File: src/erec_pkg.sv
// constants for the error record update block
package erec_pkg;
	// register offsets, byte addresses on the register port
	localparam logic [7:0] OFS_STATUS = 8'h00;
	localparam logic [7:0] OFS_ADDR = 8'h04;
	localparam logic [7:0] OFS_MISC0 = 8'h08;
	localparam logic [7:0] OFS_MISC1 = 8'h0c;
	localparam logic [7:0] OFS_TSTAMP = 8'h10;
	localparam logic [7:0] OFS_COUNT = 8'h14;
	localparam logic [7:0] OFS_CTRL = 8'h18;
	localparam logic [7:0] OFS_MSI_ADDR = 8'h1c;
	localparam logic [7:0] OFS_MSI_CFG = 8'h20;
	// status field positions
	localparam int ST_VALID = 31;
	localparam int ST_ADDR_VALID = 30;
	localparam int ST_UNCORR = 29;
	localparam int ST_ERR_REP = 28;
	localparam int ST_MISC_VALID = 26;
	localparam int ST_CE_LO = 24;
	localparam int ST_DEFERRED = 23;
	localparam int ST_POISON = 22;
	localparam int ST_UET_LO = 20;
	localparam int ST_IMPL_ERROR_CODE_LO = 8;
	localparam int ST_ARCHITECTED_ERROR_CODE_LO = 0;
	// reported error state codes, higher value is higher priority
	localparam logic [2:0] TY_NONE = 3'h0;
	localparam logic [2:0] TY_CE = 3'h1;
	localparam logic [2:0] TY_DE = 3'h2;
	localparam logic [2:0] TY_UEO = 3'h3;
	localparam logic [2:0] TY_UER = 3'h4;
	localparam logic [2:0] TY_UEU = 3'h5;
	localparam logic [2:0] TY_UC = 3'h6;
	// uncorrected subtype encodings
	localparam logic [1:0] UET_UEO = 2'h2;
	localparam logic [1:0] UET_UER = 2'h3;
	localparam logic [1:0] UET_UEU = 2'h1;
	localparam logic [1:0] UET_UC = 2'h0;
	// corrected field encodings
	localparam logic [1:0] CE_NONE = 2'h0;
	localparam logic [1:0] CE_TRANSIENT = 2'h1;
	localparam logic [1:0] CE_PERSIST = 2'h2;
	localparam logic [1:0] CE_UNKNOWN = 2'h3;
	// control register bits
	localparam int CTRL_ENABLE = 0;
	localparam int CTRL_KEEP_MISC = 1;
	localparam int CTRL_MSI_EN = 2;
	localparam logic [31:0] CTRL_RESET = 32'h0000_0001;
	// msi config bits
	localparam int MSI_SECURE = 0;
	localparam logic [31:0] STATUS_RESET = 32'h0000_0000;
endpackage

File: src/erec_node.sv
// error record node: records reported errors and serves the registers
`timescale 1ns/1ps
// Overview of operation
// [RL1] overwrite sets state fields per encoding
// [RL2] corrected error gives nonzero corrected field
// [RL3] overwrite with uncorrected loads subtype
// [RL4] overwrite loads reported, poison, error codes
// [RL5] address valid and address per report
// [RL6] timestamp recorded, misc valid set
// [RL7] misc syndrome stored, misc valid set
// [RL8] no misc: keep flag if unrelated
// [RL9] overwrite or fresh record sets valid
// [RL10] status clear ignored if updated since read
// [RL11] keep sets only the matching state field
// [RL12] keep leaves subtype unchanged
// [RL13] keep leaves syndrome, address, timestamp alone
// [RL14] keep may log discarded error, misc valid
// [RL15] simultaneous: highest recorded, lower dropped
// [RL16] simultaneous countable errors: count one
// [RL17] count one repeat and one other
// [RL18] corrected field: transient, persistent, unknown
// [RL19] poison only for propagated deferred errors; the code also sets it for poisoned uncorrected errors
// [RL20] fresh deferral records poison clear
// [RL21] non-secure programmed msi never secure
// [RL22] one record update per clock cycle
module erec_node #(
	parameter int NSRC = 2,
	parameter bit TS_PRESENT = 1'b1
) (
	input wire logic clk_i,
	input wire logic sys_rst_i,
	input wire logic [7:0] reg_addr_i,
	input wire logic [31:0] reg_wdata_i,
	input wire logic reg_wr_i,
	input wire logic reg_rd_i,
	input wire logic reg_nonsecure_i,
	output logic [31:0] reg_rdata_o,
	input wire logic [NSRC-1:0] rpt_valid_i,
	input wire logic [3*NSRC-1:0] rpt_type_i,
	input wire logic [2*NSRC-1:0] rpt_ce_class_i,
	input wire logic [NSRC-1:0] rpt_repeat_i,
	input wire logic [NSRC-1:0] rpt_poison_i,
	input wire logic [NSRC-1:0] rpt_err_rep_i,
	input wire logic [8*NSRC-1:0] rpt_impl_error_code_i,
	input wire logic [8*NSRC-1:0] rpt_architected_error_code_i,
	input wire logic [NSRC-1:0] rpt_addr_valid_i,
	input wire logic [32*NSRC-1:0] rpt_addr_i,
	input wire logic [NSRC-1:0] rpt_misc_valid_i,
	input wire logic [32*NSRC-1:0] rpt_misc_i,
	output logic rec_valid_o,
	output logic msi_req_o,
	output logic [31:0] msi_addr_o,
	output logic msi_secure_o
);
	localparam int SW = (NSRC > 1) ? $clog2(NSRC) : 1;

	// priority of the error state held in a status word
	function automatic logic [2:0] rec_prio(input logic [31:0] st);
		logic [2:0] p;
		p = erec_pkg::TY_NONE;
		if (!st[erec_pkg::ST_VALID]) begin
			p = erec_pkg::TY_NONE;
		end else if (st[erec_pkg::ST_UNCORR]) begin
			unique case (st[erec_pkg::ST_UET_LO +: 2])
				erec_pkg::UET_UEO: p = erec_pkg::TY_UEO;
				erec_pkg::UET_UER: p = erec_pkg::TY_UER;
				erec_pkg::UET_UEU: p = erec_pkg::TY_UEU;
				erec_pkg::UET_UC: p = erec_pkg::TY_UC;
			endcase
		end else if (st[erec_pkg::ST_DEFERRED]) begin
			p = erec_pkg::TY_DE;
		end else if (st[erec_pkg::ST_CE_LO +: 2] != erec_pkg::CE_NONE) begin
			p = erec_pkg::TY_CE;
		end
		return p;
	endfunction

	// subtype code of an uncorrected error state
	function automatic logic [1:0] uet_code(input logic [2:0] ty);
		logic [1:0] u;
		u = erec_pkg::UET_UC;
		if (ty == erec_pkg::TY_UEO) begin
			u = erec_pkg::UET_UEO;
		end else if (ty == erec_pkg::TY_UER) begin
			u = erec_pkg::UET_UER;
		end else if (ty == erec_pkg::TY_UEU) begin
			u = erec_pkg::UET_UEU;
		end
		return u;
	endfunction

	// corrected field value, never zero for a corrected error
	function automatic logic [1:0] ce_code(input logic [1:0] cls);
		return (cls == erec_pkg::CE_NONE) ? erec_pkg::CE_UNKNOWN : cls;
	endfunction

	// valid report type of one source, none when idle
	function automatic logic [2:0] src_type(input int i,
			input logic [NSRC-1:0] v, input logic [3*NSRC-1:0] t);
		return v[i] ? t[3*i +: 3] : erec_pkg::TY_NONE;
	endfunction

	logic [31:0] status_q;
	logic [31:0] addr_q;
	logic [31:0] misc0_q;
	logic [31:0] misc1_q;
	logic [31:0] tstamp_q;
	logic [31:0] ts_cnt_q;
	logic [7:0] cnt_other_q;
	logic [7:0] cnt_repeat_q;
	logic [31:0] ctrl_q;
	logic [31:0] msi_addr_q;
	logic msi_secure_q;
	logic dirty_q;
	logic misc_unrel_q;
	logic [31:0] rdata_q;
	logic msi_req_q;

	// pick the highest priority report of this cycle
	logic [SW-1:0] sel;
	logic [2:0] sel_ty;
	logic any_ce;
	logic any_ce_rep;
	logic any_ce_oth;
	always_comb begin
		sel = '0;
		sel_ty = erec_pkg::TY_NONE;
		any_ce_rep = 1'b0;
		any_ce_oth = 1'b0;
		for (int i = 0; i < NSRC; i++) begin
			if (src_type(i, rpt_valid_i, rpt_type_i) > sel_ty) begin
				sel = SW'(i); // see [RL15]
				sel_ty = src_type(i, rpt_valid_i, rpt_type_i);
			end
			if (src_type(i, rpt_valid_i, rpt_type_i) == erec_pkg::TY_CE) begin
				any_ce_rep = any_ce_rep | rpt_repeat_i[i];
				any_ce_oth = any_ce_oth | ~rpt_repeat_i[i];
			end
		end
	end
	assign any_ce = any_ce_rep | any_ce_oth;

	// fields of the selected report
	wire logic [1:0] sel_cls = rpt_ce_class_i[2*sel +: 2];
	wire logic sel_pois = rpt_poison_i[sel];
	wire logic sel_er = rpt_err_rep_i[sel];
	wire logic [7:0] sel_impl_error_code = rpt_impl_error_code_i[8*sel +: 8];
	wire logic [7:0] sel_architected_error_code = rpt_architected_error_code_i[8*sel +: 8];
	wire logic sel_av = rpt_addr_valid_i[sel];
	wire logic [31:0] sel_addr = rpt_addr_i[32*sel +: 32];
	wire logic sel_mv = rpt_misc_valid_i[sel];
	wire logic [31:0] sel_misc = rpt_misc_i[32*sel +: 32];

	// record decision: overwrite on higher priority or empty record
	wire logic rec_en = ctrl_q[erec_pkg::CTRL_ENABLE];
	wire logic new_err = rec_en && (sel_ty != erec_pkg::TY_NONE);
	wire logic [2:0] old_ty = rec_prio(status_q);
	wire logic ovw = new_err && (sel_ty > old_ty);
	wire logic keep = new_err && !ovw;
	wire logic is_ue = sel_ty >= erec_pkg::TY_UEO;
	wire logic is_de = sel_ty == erec_pkg::TY_DE;
	wire logic is_ce = sel_ty == erec_pkg::TY_CE;
	wire logic keep_log = keep && ctrl_q[erec_pkg::CTRL_KEEP_MISC];

	// poison flag value on overwrite
	wire logic pois_val = sel_pois && (is_ue || is_de); // see [RL19] [RL20]

	// status word after an overwrite
	logic [31:0] st_ovw;
	always_comb begin
		st_ovw = status_q;
		st_ovw[erec_pkg::ST_VALID] = 1'b1; // see [RL9]
		if (is_ce) begin
			st_ovw[erec_pkg::ST_CE_LO +: 2] = ce_code(sel_cls); // see [RL2] [RL18]
			st_ovw[erec_pkg::ST_DEFERRED] = 1'b0; // see [RL1]
			st_ovw[erec_pkg::ST_UNCORR] = 1'b0;
		end else if (is_de) begin
			st_ovw[erec_pkg::ST_DEFERRED] = 1'b1; // see [RL1]
			st_ovw[erec_pkg::ST_UNCORR] = 1'b0;
		end else begin
			st_ovw[erec_pkg::ST_UNCORR] = 1'b1; // see [RL1]
			st_ovw[erec_pkg::ST_UET_LO +: 2] = uet_code(sel_ty); // see [RL3]
		end
		st_ovw[erec_pkg::ST_ERR_REP] = sel_er; // see [RL4]
		st_ovw[erec_pkg::ST_POISON] = pois_val;
		st_ovw[erec_pkg::ST_IMPL_ERROR_CODE_LO +: 8] = sel_impl_error_code;
		st_ovw[erec_pkg::ST_ARCHITECTED_ERROR_CODE_LO +: 8] = sel_architected_error_code;
		st_ovw[erec_pkg::ST_ADDR_VALID] = sel_av; // see [RL5]
		if (TS_PRESENT || sel_mv) begin
			st_ovw[erec_pkg::ST_MISC_VALID] = 1'b1; // see [RL6] [RL7]
		end else if (!misc_unrel_q) begin
			st_ovw[erec_pkg::ST_MISC_VALID] = 1'b0; // see [RL8]
		end
	end

	// status word after keeping the old syndrome
	logic [31:0] st_keep;
	always_comb begin
		st_keep = status_q; // see [RL12] [RL13]
		if (is_ce) begin
			st_keep[erec_pkg::ST_CE_LO +: 2] = ce_code(sel_cls); // see [RL11]
		end else if (is_de) begin
			st_keep[erec_pkg::ST_DEFERRED] = 1'b1; // see [RL11]
		end else begin
			st_keep[erec_pkg::ST_UNCORR] = 1'b1; // see [RL11]
		end
		if (keep_log) begin
			st_keep[erec_pkg::ST_MISC_VALID] = 1'b1; // see [RL14]
		end
	end

	// software clear of status, write one to clear
	logic [31:0] st_clr;
	always_comb begin
		st_clr = status_q;
		if (reg_wdata_i[erec_pkg::ST_VALID]) begin
			st_clr[erec_pkg::ST_VALID] = 1'b0;
		end
		if (reg_wdata_i[erec_pkg::ST_UNCORR]) begin
			st_clr[erec_pkg::ST_UNCORR] = 1'b0;
		end
		if (reg_wdata_i[erec_pkg::ST_DEFERRED]) begin
			st_clr[erec_pkg::ST_DEFERRED] = 1'b0;
		end
		if (reg_wdata_i[erec_pkg::ST_CE_LO +: 2] == 2'h3) begin
			st_clr[erec_pkg::ST_CE_LO +: 2] = erec_pkg::CE_NONE;
		end
		if (reg_wdata_i[erec_pkg::ST_ADDR_VALID]) begin
			st_clr[erec_pkg::ST_ADDR_VALID] = 1'b0;
		end
		if (reg_wdata_i[erec_pkg::ST_MISC_VALID]) begin
			st_clr[erec_pkg::ST_MISC_VALID] = 1'b0;
		end
		if (reg_wdata_i[erec_pkg::ST_ERR_REP]) begin
			st_clr[erec_pkg::ST_ERR_REP] = 1'b0;
		end
		if (reg_wdata_i[erec_pkg::ST_POISON]) begin
			st_clr[erec_pkg::ST_POISON] = 1'b0;
		end
	end

	// register port decode
	wire logic wr_st = reg_wr_i && (reg_addr_i == erec_pkg::OFS_STATUS);
	wire logic rd_st = reg_rd_i && (reg_addr_i == erec_pkg::OFS_STATUS);
	wire logic wr_cnt = reg_wr_i && (reg_addr_i == erec_pkg::OFS_COUNT);
	wire logic wr_ctrl = reg_wr_i && (reg_addr_i == erec_pkg::OFS_CTRL);
	wire logic wr_maddr = reg_wr_i && (reg_addr_i == erec_pkg::OFS_MSI_ADDR);
	wire logic wr_mcfg = reg_wr_i && (reg_addr_i == erec_pkg::OFS_MSI_CFG);
	wire logic clr_ok = wr_st && !dirty_q && !new_err; // see [RL10]

	// next status: hardware update wins over a clear
	wire logic [31:0] status_d = ovw ? st_ovw :
		keep ? st_keep :
		clr_ok ? st_clr : status_q;

	// read data mux, unmapped addresses read zero
	logic [31:0] rd_mux;
	always_comb begin
		unique case (reg_addr_i)
			erec_pkg::OFS_STATUS: rd_mux = status_q;
			erec_pkg::OFS_ADDR: rd_mux = addr_q;
			erec_pkg::OFS_MISC0: rd_mux = misc0_q;
			erec_pkg::OFS_MISC1: rd_mux = misc1_q;
			erec_pkg::OFS_TSTAMP: rd_mux = tstamp_q;
			erec_pkg::OFS_COUNT: rd_mux = {16'h0000, cnt_repeat_q, cnt_other_q};
			erec_pkg::OFS_CTRL: rd_mux = ctrl_q;
			erec_pkg::OFS_MSI_ADDR: rd_mux = msi_addr_q;
			erec_pkg::OFS_MSI_CFG: rd_mux = {31'h0, msi_secure_q};
			default: rd_mux = 32'h0000_0000;
		endcase
	end

	// counter next values, one count per kind per cycle
	wire logic [7:0] cnt_oth_d = wr_cnt ? reg_wdata_i[7:0] :
		(rec_en && any_ce_oth) ? cnt_other_q + 8'h01 : cnt_other_q; // see [RL16] [RL17]
	wire logic [7:0] cnt_rep_d = wr_cnt ? reg_wdata_i[15:8] :
		(rec_en && any_ce_rep) ? cnt_repeat_q + 8'h01 : cnt_repeat_q; // see [RL16] [RL17]

	// record update, all fields in the same edge
	always_ff @(posedge clk_i) begin
		if (sys_rst_i) begin
			status_q <= erec_pkg::STATUS_RESET;
			addr_q <= 32'h0000_0000;
			misc0_q <= 32'h0000_0000;
			misc1_q <= 32'h0000_0000;
			tstamp_q <= 32'h0000_0000;
			misc_unrel_q <= 1'b0;
		end else begin
			status_q <= status_d; // see [RL22]
			if (ovw && sel_av) begin
				addr_q <= sel_addr; // see [RL5]
			end
			if (ovw && TS_PRESENT) begin
				tstamp_q <= ts_cnt_q; // see [RL6]
			end
			if (ovw && sel_mv) begin
				misc0_q <= sel_misc; // see [RL7]
				misc_unrel_q <= 1'b0;
			end else if (keep_log) begin
				misc1_q <= {29'h0, sel_ty}; // see [RL14]
				misc_unrel_q <= 1'b1;
			end
		end
	end

	// updated-since-read tracking, update wins over read
	always_ff @(posedge clk_i) begin
		if (sys_rst_i) begin
			dirty_q <= 1'b0;
		end else if (new_err) begin
			dirty_q <= 1'b1; // see [RL10]
		end else if (rd_st) begin
			dirty_q <= 1'b0;
		end
	end

	// corrected error counters and timestamp source
	always_ff @(posedge clk_i) begin
		if (sys_rst_i) begin
			cnt_other_q <= 8'h00;
			cnt_repeat_q <= 8'h00;
			ts_cnt_q <= 32'h0000_0000;
		end else begin
			cnt_other_q <= cnt_oth_d;
			cnt_repeat_q <= cnt_rep_d;
			ts_cnt_q <= ts_cnt_q + 32'h0000_0001;
		end
	end

	// control and msi configuration
	always_ff @(posedge clk_i) begin
		if (sys_rst_i) begin
			ctrl_q <= erec_pkg::CTRL_RESET;
			msi_addr_q <= 32'h0000_0000;
			msi_secure_q <= 1'b0;
		end else begin
			if (wr_ctrl) begin
				ctrl_q <= {29'h0, reg_wdata_i[2:0]};
			end
			if (wr_maddr) begin
				msi_addr_q <= reg_wdata_i;
				if (reg_nonsecure_i) begin
					msi_secure_q <= 1'b0; // see [RL21]
				end
			end
			if (wr_mcfg) begin
				msi_secure_q <= reg_wdata_i[erec_pkg::MSI_SECURE] &&
					!reg_nonsecure_i; // see [RL21]
			end
		end
	end

	// read data and msi outputs
	always_ff @(posedge clk_i) begin
		if (sys_rst_i) begin
			rdata_q <= 32'h0000_0000;
			msi_req_q <= 1'b0;
		end else begin
			rdata_q <= reg_rd_i ? rd_mux : 32'h0000_0000;
			msi_req_q <= new_err && ctrl_q[erec_pkg::CTRL_MSI_EN];
		end
	end

	assign reg_rdata_o = rdata_q;
	assign rec_valid_o = status_q[erec_pkg::ST_VALID];
	assign msi_req_o = msi_req_q;
	assign msi_addr_o = msi_addr_q;
	assign msi_secure_o = msi_secure_q;
endmodule

File: config.mk
export PLATFORM = sky130hd
export DESIGN_NAME = erec_node
export DESIGN_NICKNAME = d
export VERILOG_FILES = /design/src/erec_pkg.sv /design/src/erec_node.sv
export SDC_FILE = /design/constraint.sdc
export NUM_CORES = 1
export LEC_CHECK = 0
export BUFFER_PORTS_ARGS = -buffer_cell sky130_fd_sc_hd__buf_2
export CAP_MARGIN = 20
export CORE_AREA = 2 2 137 192
export CTS_CLUSTER_SIZE = 8
export DETAILED_ROUTE_END_ITERATION = 16
export DIE_AREA = 0 0 139 194
export GPL_TIMING_DRIVEN = 0
export HOLD_SLACK_MARGIN = 0.03
export PLACE_DENSITY = 0.66
export SLEW_MARGIN = 15
export SYNTH_ARGS = -nofsm -noshare
export SYNTH_HDL_FRONTEND = slang
export SYNTH_SLANG_ARGS = --single-unit
File: constraint.sdc
create_clock -name clk_i -period 5.65 [get_ports clk_i]
set_clock_uncertainty 0.15 [all_clocks]
set_input_delay 1.13 -clock clk_i [delete_from_list [all_inputs] [get_ports clk_i]]
set_output_delay 1.13 -clock clk_i [all_outputs]
set_load 0.03 [all_outputs]
==> flow_summary_export.csv <==
group,metric,value,unit
clock_network,htree_num_levels,2,
clock_network,cts_tree,"done",
drt,antenna_left,0,
floorplanning,ios,294,
synth,netlist_top_cells_count,"244 x dfxtp_1, 207 x nand2_1, 155 x a21oi_1",
hold_path,hold_class,"flop to flop",
timing,period_share,0.918,
synth,synth.distinct_cells,64,
clock_network,holdBufCountCts,0,
critical_path,reg2regPathDepth,12,
critical_path,path_max_fanout,10,
critical_path,crit_path_end_kind,"flop",
pwr,p_leak,5.49,nW
synth,async_flop_share,0,
timing,worst_slew_pin_slew,1.09,ns
floorplanning,rows,69,
drt,drt-wirelength-per-cell,21.1,um
synth,synthAdderAreaFrac,0.00893,
drt,drc,0,
critical_path,cp.required,5.92,ns
status,status,"complete, no violations",
timing,drv_slew,0,
synth,synth_edf_count,0,
pwr,p_per_area,340,nW/um^2
synth,synthFlopType,"dfxtp_1",
floorplanning,initial_core_util,0.445,
clock_network,cts_setup_buffers,0,
clock_network,path_clk_slew,0.05,ns
timing,slew_headroom,0.268,
clock_network,worstSkewPairLatency,0.51,ns
layout,fillerInstances,2424,
floorplanning,die_x,139,um
critical_path,crit_path_end,"tstamp_q[20]",
synth,yosys_warnings,0,
layout,antenna_cells,0,
synth,synth_top_area_cell,"dfxtp_1",
synth,synth_compound_area_frac,0.228,
synth,ys_ff_latch,244,
global_route,grt_overflow,0,
pwr,irDropWorstVdd,0.254,mV
global_route,grt_pass1_wl,61700,um
synth,syn_nets,1535,
hold_path,min-delay-start,"tstamp_q[3]",
placement,hpwl,31900,um
critical_path,start_kind,"primary input",
synth,synth_area,11200,sq um
global_route,grt_start_max_net_pins,11,
clock_network,clockBufferDepth,3,
clock_network,cts_sinks,244,
timing,finalSetupViolCount,0,
placement,io_buffers,292,
pwr,total_power,4.79,mW
critical_path,cp.arrival,5.45,ns
floorplanning,die-area,27000,sq um
global_route,grt_pass1_vias,11000,
synth,seq_area_frac_synth,0.436,
timing,fin_crit,5.19,ns
job,drv_cap,0,
synth,synth_cells,1300,
critical_path,reg2reg_to,"tstamp_q[20]",
synth,syn_area_per_cell,8.62,sq um
synth,synthXorXnorAreaFrac,0.0320,
placement,place_congestion,0.929,
drt,drt-total-wl,41100,um
global_route,track_usage,0.291,
timing,rsz0062_at_grt,"no",
critical_path,setup.worst_path.class,"primary input to flop",
placement,dp_cells,1911,
synth,synth_most_common_cell,"dfxtp_1",
clock_network,tritoncts.num_buffers,36,
layout,multi_input_area,5810,sq um
synth,yosys-top-cells-area,"dfxtp_1 44%, mux2i_1 8.6%, nand2_1 6.9%",
placement,pre_cts_ws,0.00174,ns
synth,synth_top_area_frac,0.436,
timing,timing.fmax,0.193,GHz
timing,worst_slack,0.463,ns
floorplanning,core,25200,sq um
floorplanning,fp.dieH,194,um
drt,drtIter0Drc,921,
layout,seq_area,4880,sq um
synth,synth_simple_gate_area_share,0.158,
timing,hold_viol_final,0,
drt,vias_per_cell,5.80,
layout,fin_cells,1951,
critical_path,r2r-start,"status_q[20]",
global_route,antenna_found_initial,0,
synth,synth_top_family_by_area,"compound AO/OA/AOI/OAI gates",
layout,drive_above_1_share,0.227,
layout,syn_to_final_growth,25.5,%
critical_path,crit_start,"rpt_valid_i[1]",
layout,fin_util,0.558,
drt,first_pass_iters,7,
drt,vias,11300,
critical_path,r2r_slack,2.05,ns
synth,synth.area.mux_share,0.0907,
clock_network,ctsResizeCount,0,
layout,final_nets,1865,
clock_network,cts-root-buf,"clkbuf_16",
layer usage:
metal,wire (um),GRT usage,up-vias
li1,-,-,5361
met1,15900,0.347,5321
met2,20700,0.520,538
met3,3000,0.0519,97
met4,1470,0.112,0
met5,0,0,-
final cells by class:
type	count	area share
Clock buffer	38	0.0676
Tap cell	319	0.0284
Inverter	16	0.00427
Timing Repair Buffer	292	0.104
Sequential cell	244	0.347
Clock inverter	2	0.00329
Buffer	100	0.0326
Multi-Input combinational cell	940	0.413
where the power goes:
part | internal [mW] | switching, mW | leakage (nW) | total [mW]
logic | 0.334 | 0.546 | 3.02 | 0.880
clock network | 1.22 | 0.741 | 0.489 | 1.96
registers | 1.86 | 0.0871 | 1.98 | 1.95
total | 3.42 | 1.37 | 5.49 | 4.79
layout by cell type, fill, tap and decap left out, drive strengths merged, types with 14 or more instances in the layout:
cell type	netlist	final
a21oi	155	155
nand2	207	207
mux2i	96	96
and3	14	14
a211oi	97	97
a31oi	22	22
xor2	34	34
a222oi	15	15
dfxtp	244	244
o21ai	33	33
clkbuf	73	111
buf	27	319
nand3	23	23
inv	15	15
a221oi	20	20
nor2	88	88
nand4	14	14
how the worst min path moves through the flow:
stage / cells after the start / slack, ns / to
2_1_floorplan: 1 / 0.28 / ts_cnt_q[0]
5_1_grt: 2 / 0.32 / tstamp_q[1]
3_3_place_gp: 2 / 0.29 / tstamp_q[22]
6_report: 2 / 0.30 / tstamp_q[3]
3_5_place_dp: 2 / 0.30 / tstamp_q[23]
4_1_cts: 2 / 0.30 / tstamp_q[3]
sequential cells by signal (all words and copies together) (netlist names), 3 cells and up:
register and count:
addr_q 32, cnt_other_q 8, cnt_repeat_q 8, ctrl_q 3
misc0_q 32, misc1_q 3, msi_addr_o 32, reg_rdata_o 32
status_q 27, ts_cnt_q 32, tstamp_q 32
logic make-up (layout without fill, tap and decap cells):
family | after synthesis | count (layout)
AOI/OAI and AO/OA | 393 | 393
xor gates and xnor gates | 41 | 41
adders and majority gates | 8 | 8
buffers and inverters | 116 | 448
DFF | 244 | 244
muxes | 101 | 101
and+or+nand+nor | 397 | 397
critical path, cell delays in order:
cell	delay [ns]
buf_2	0.13
nand2_1	0.06
inv_1	0.07
ha_1	0.37
nand2_1	0.13
a21oi_1	0.20
nor3_1	0.07
a21oi_1	0.50
inv_1	0.20
ha_1	0.39
nor2b_1	0.15
o21a_1	0.17
mux2_2	0.30
and2_1	0.20
a31oi_2	0.64
clkbuf_1	0.49
nand2_1	0.10
a21oi_1	0.15
stage by stage:
stage / hold slack (ns) / instance area, sq um / TNS (ns)
2_1_floorplan: 0.276 / 11200 / 0
3_3_place_gp: 0.288 / 13100 / -0.0269
3_5_place_dp: 0.296 / 13100 / 0
4_1_cts: 0.302 / 14100 / 0
5_1_grt: 0.321 / 14100 / 0
6_report: 0.299 / 14100 / 0
(Power assumes the default switching activity.)
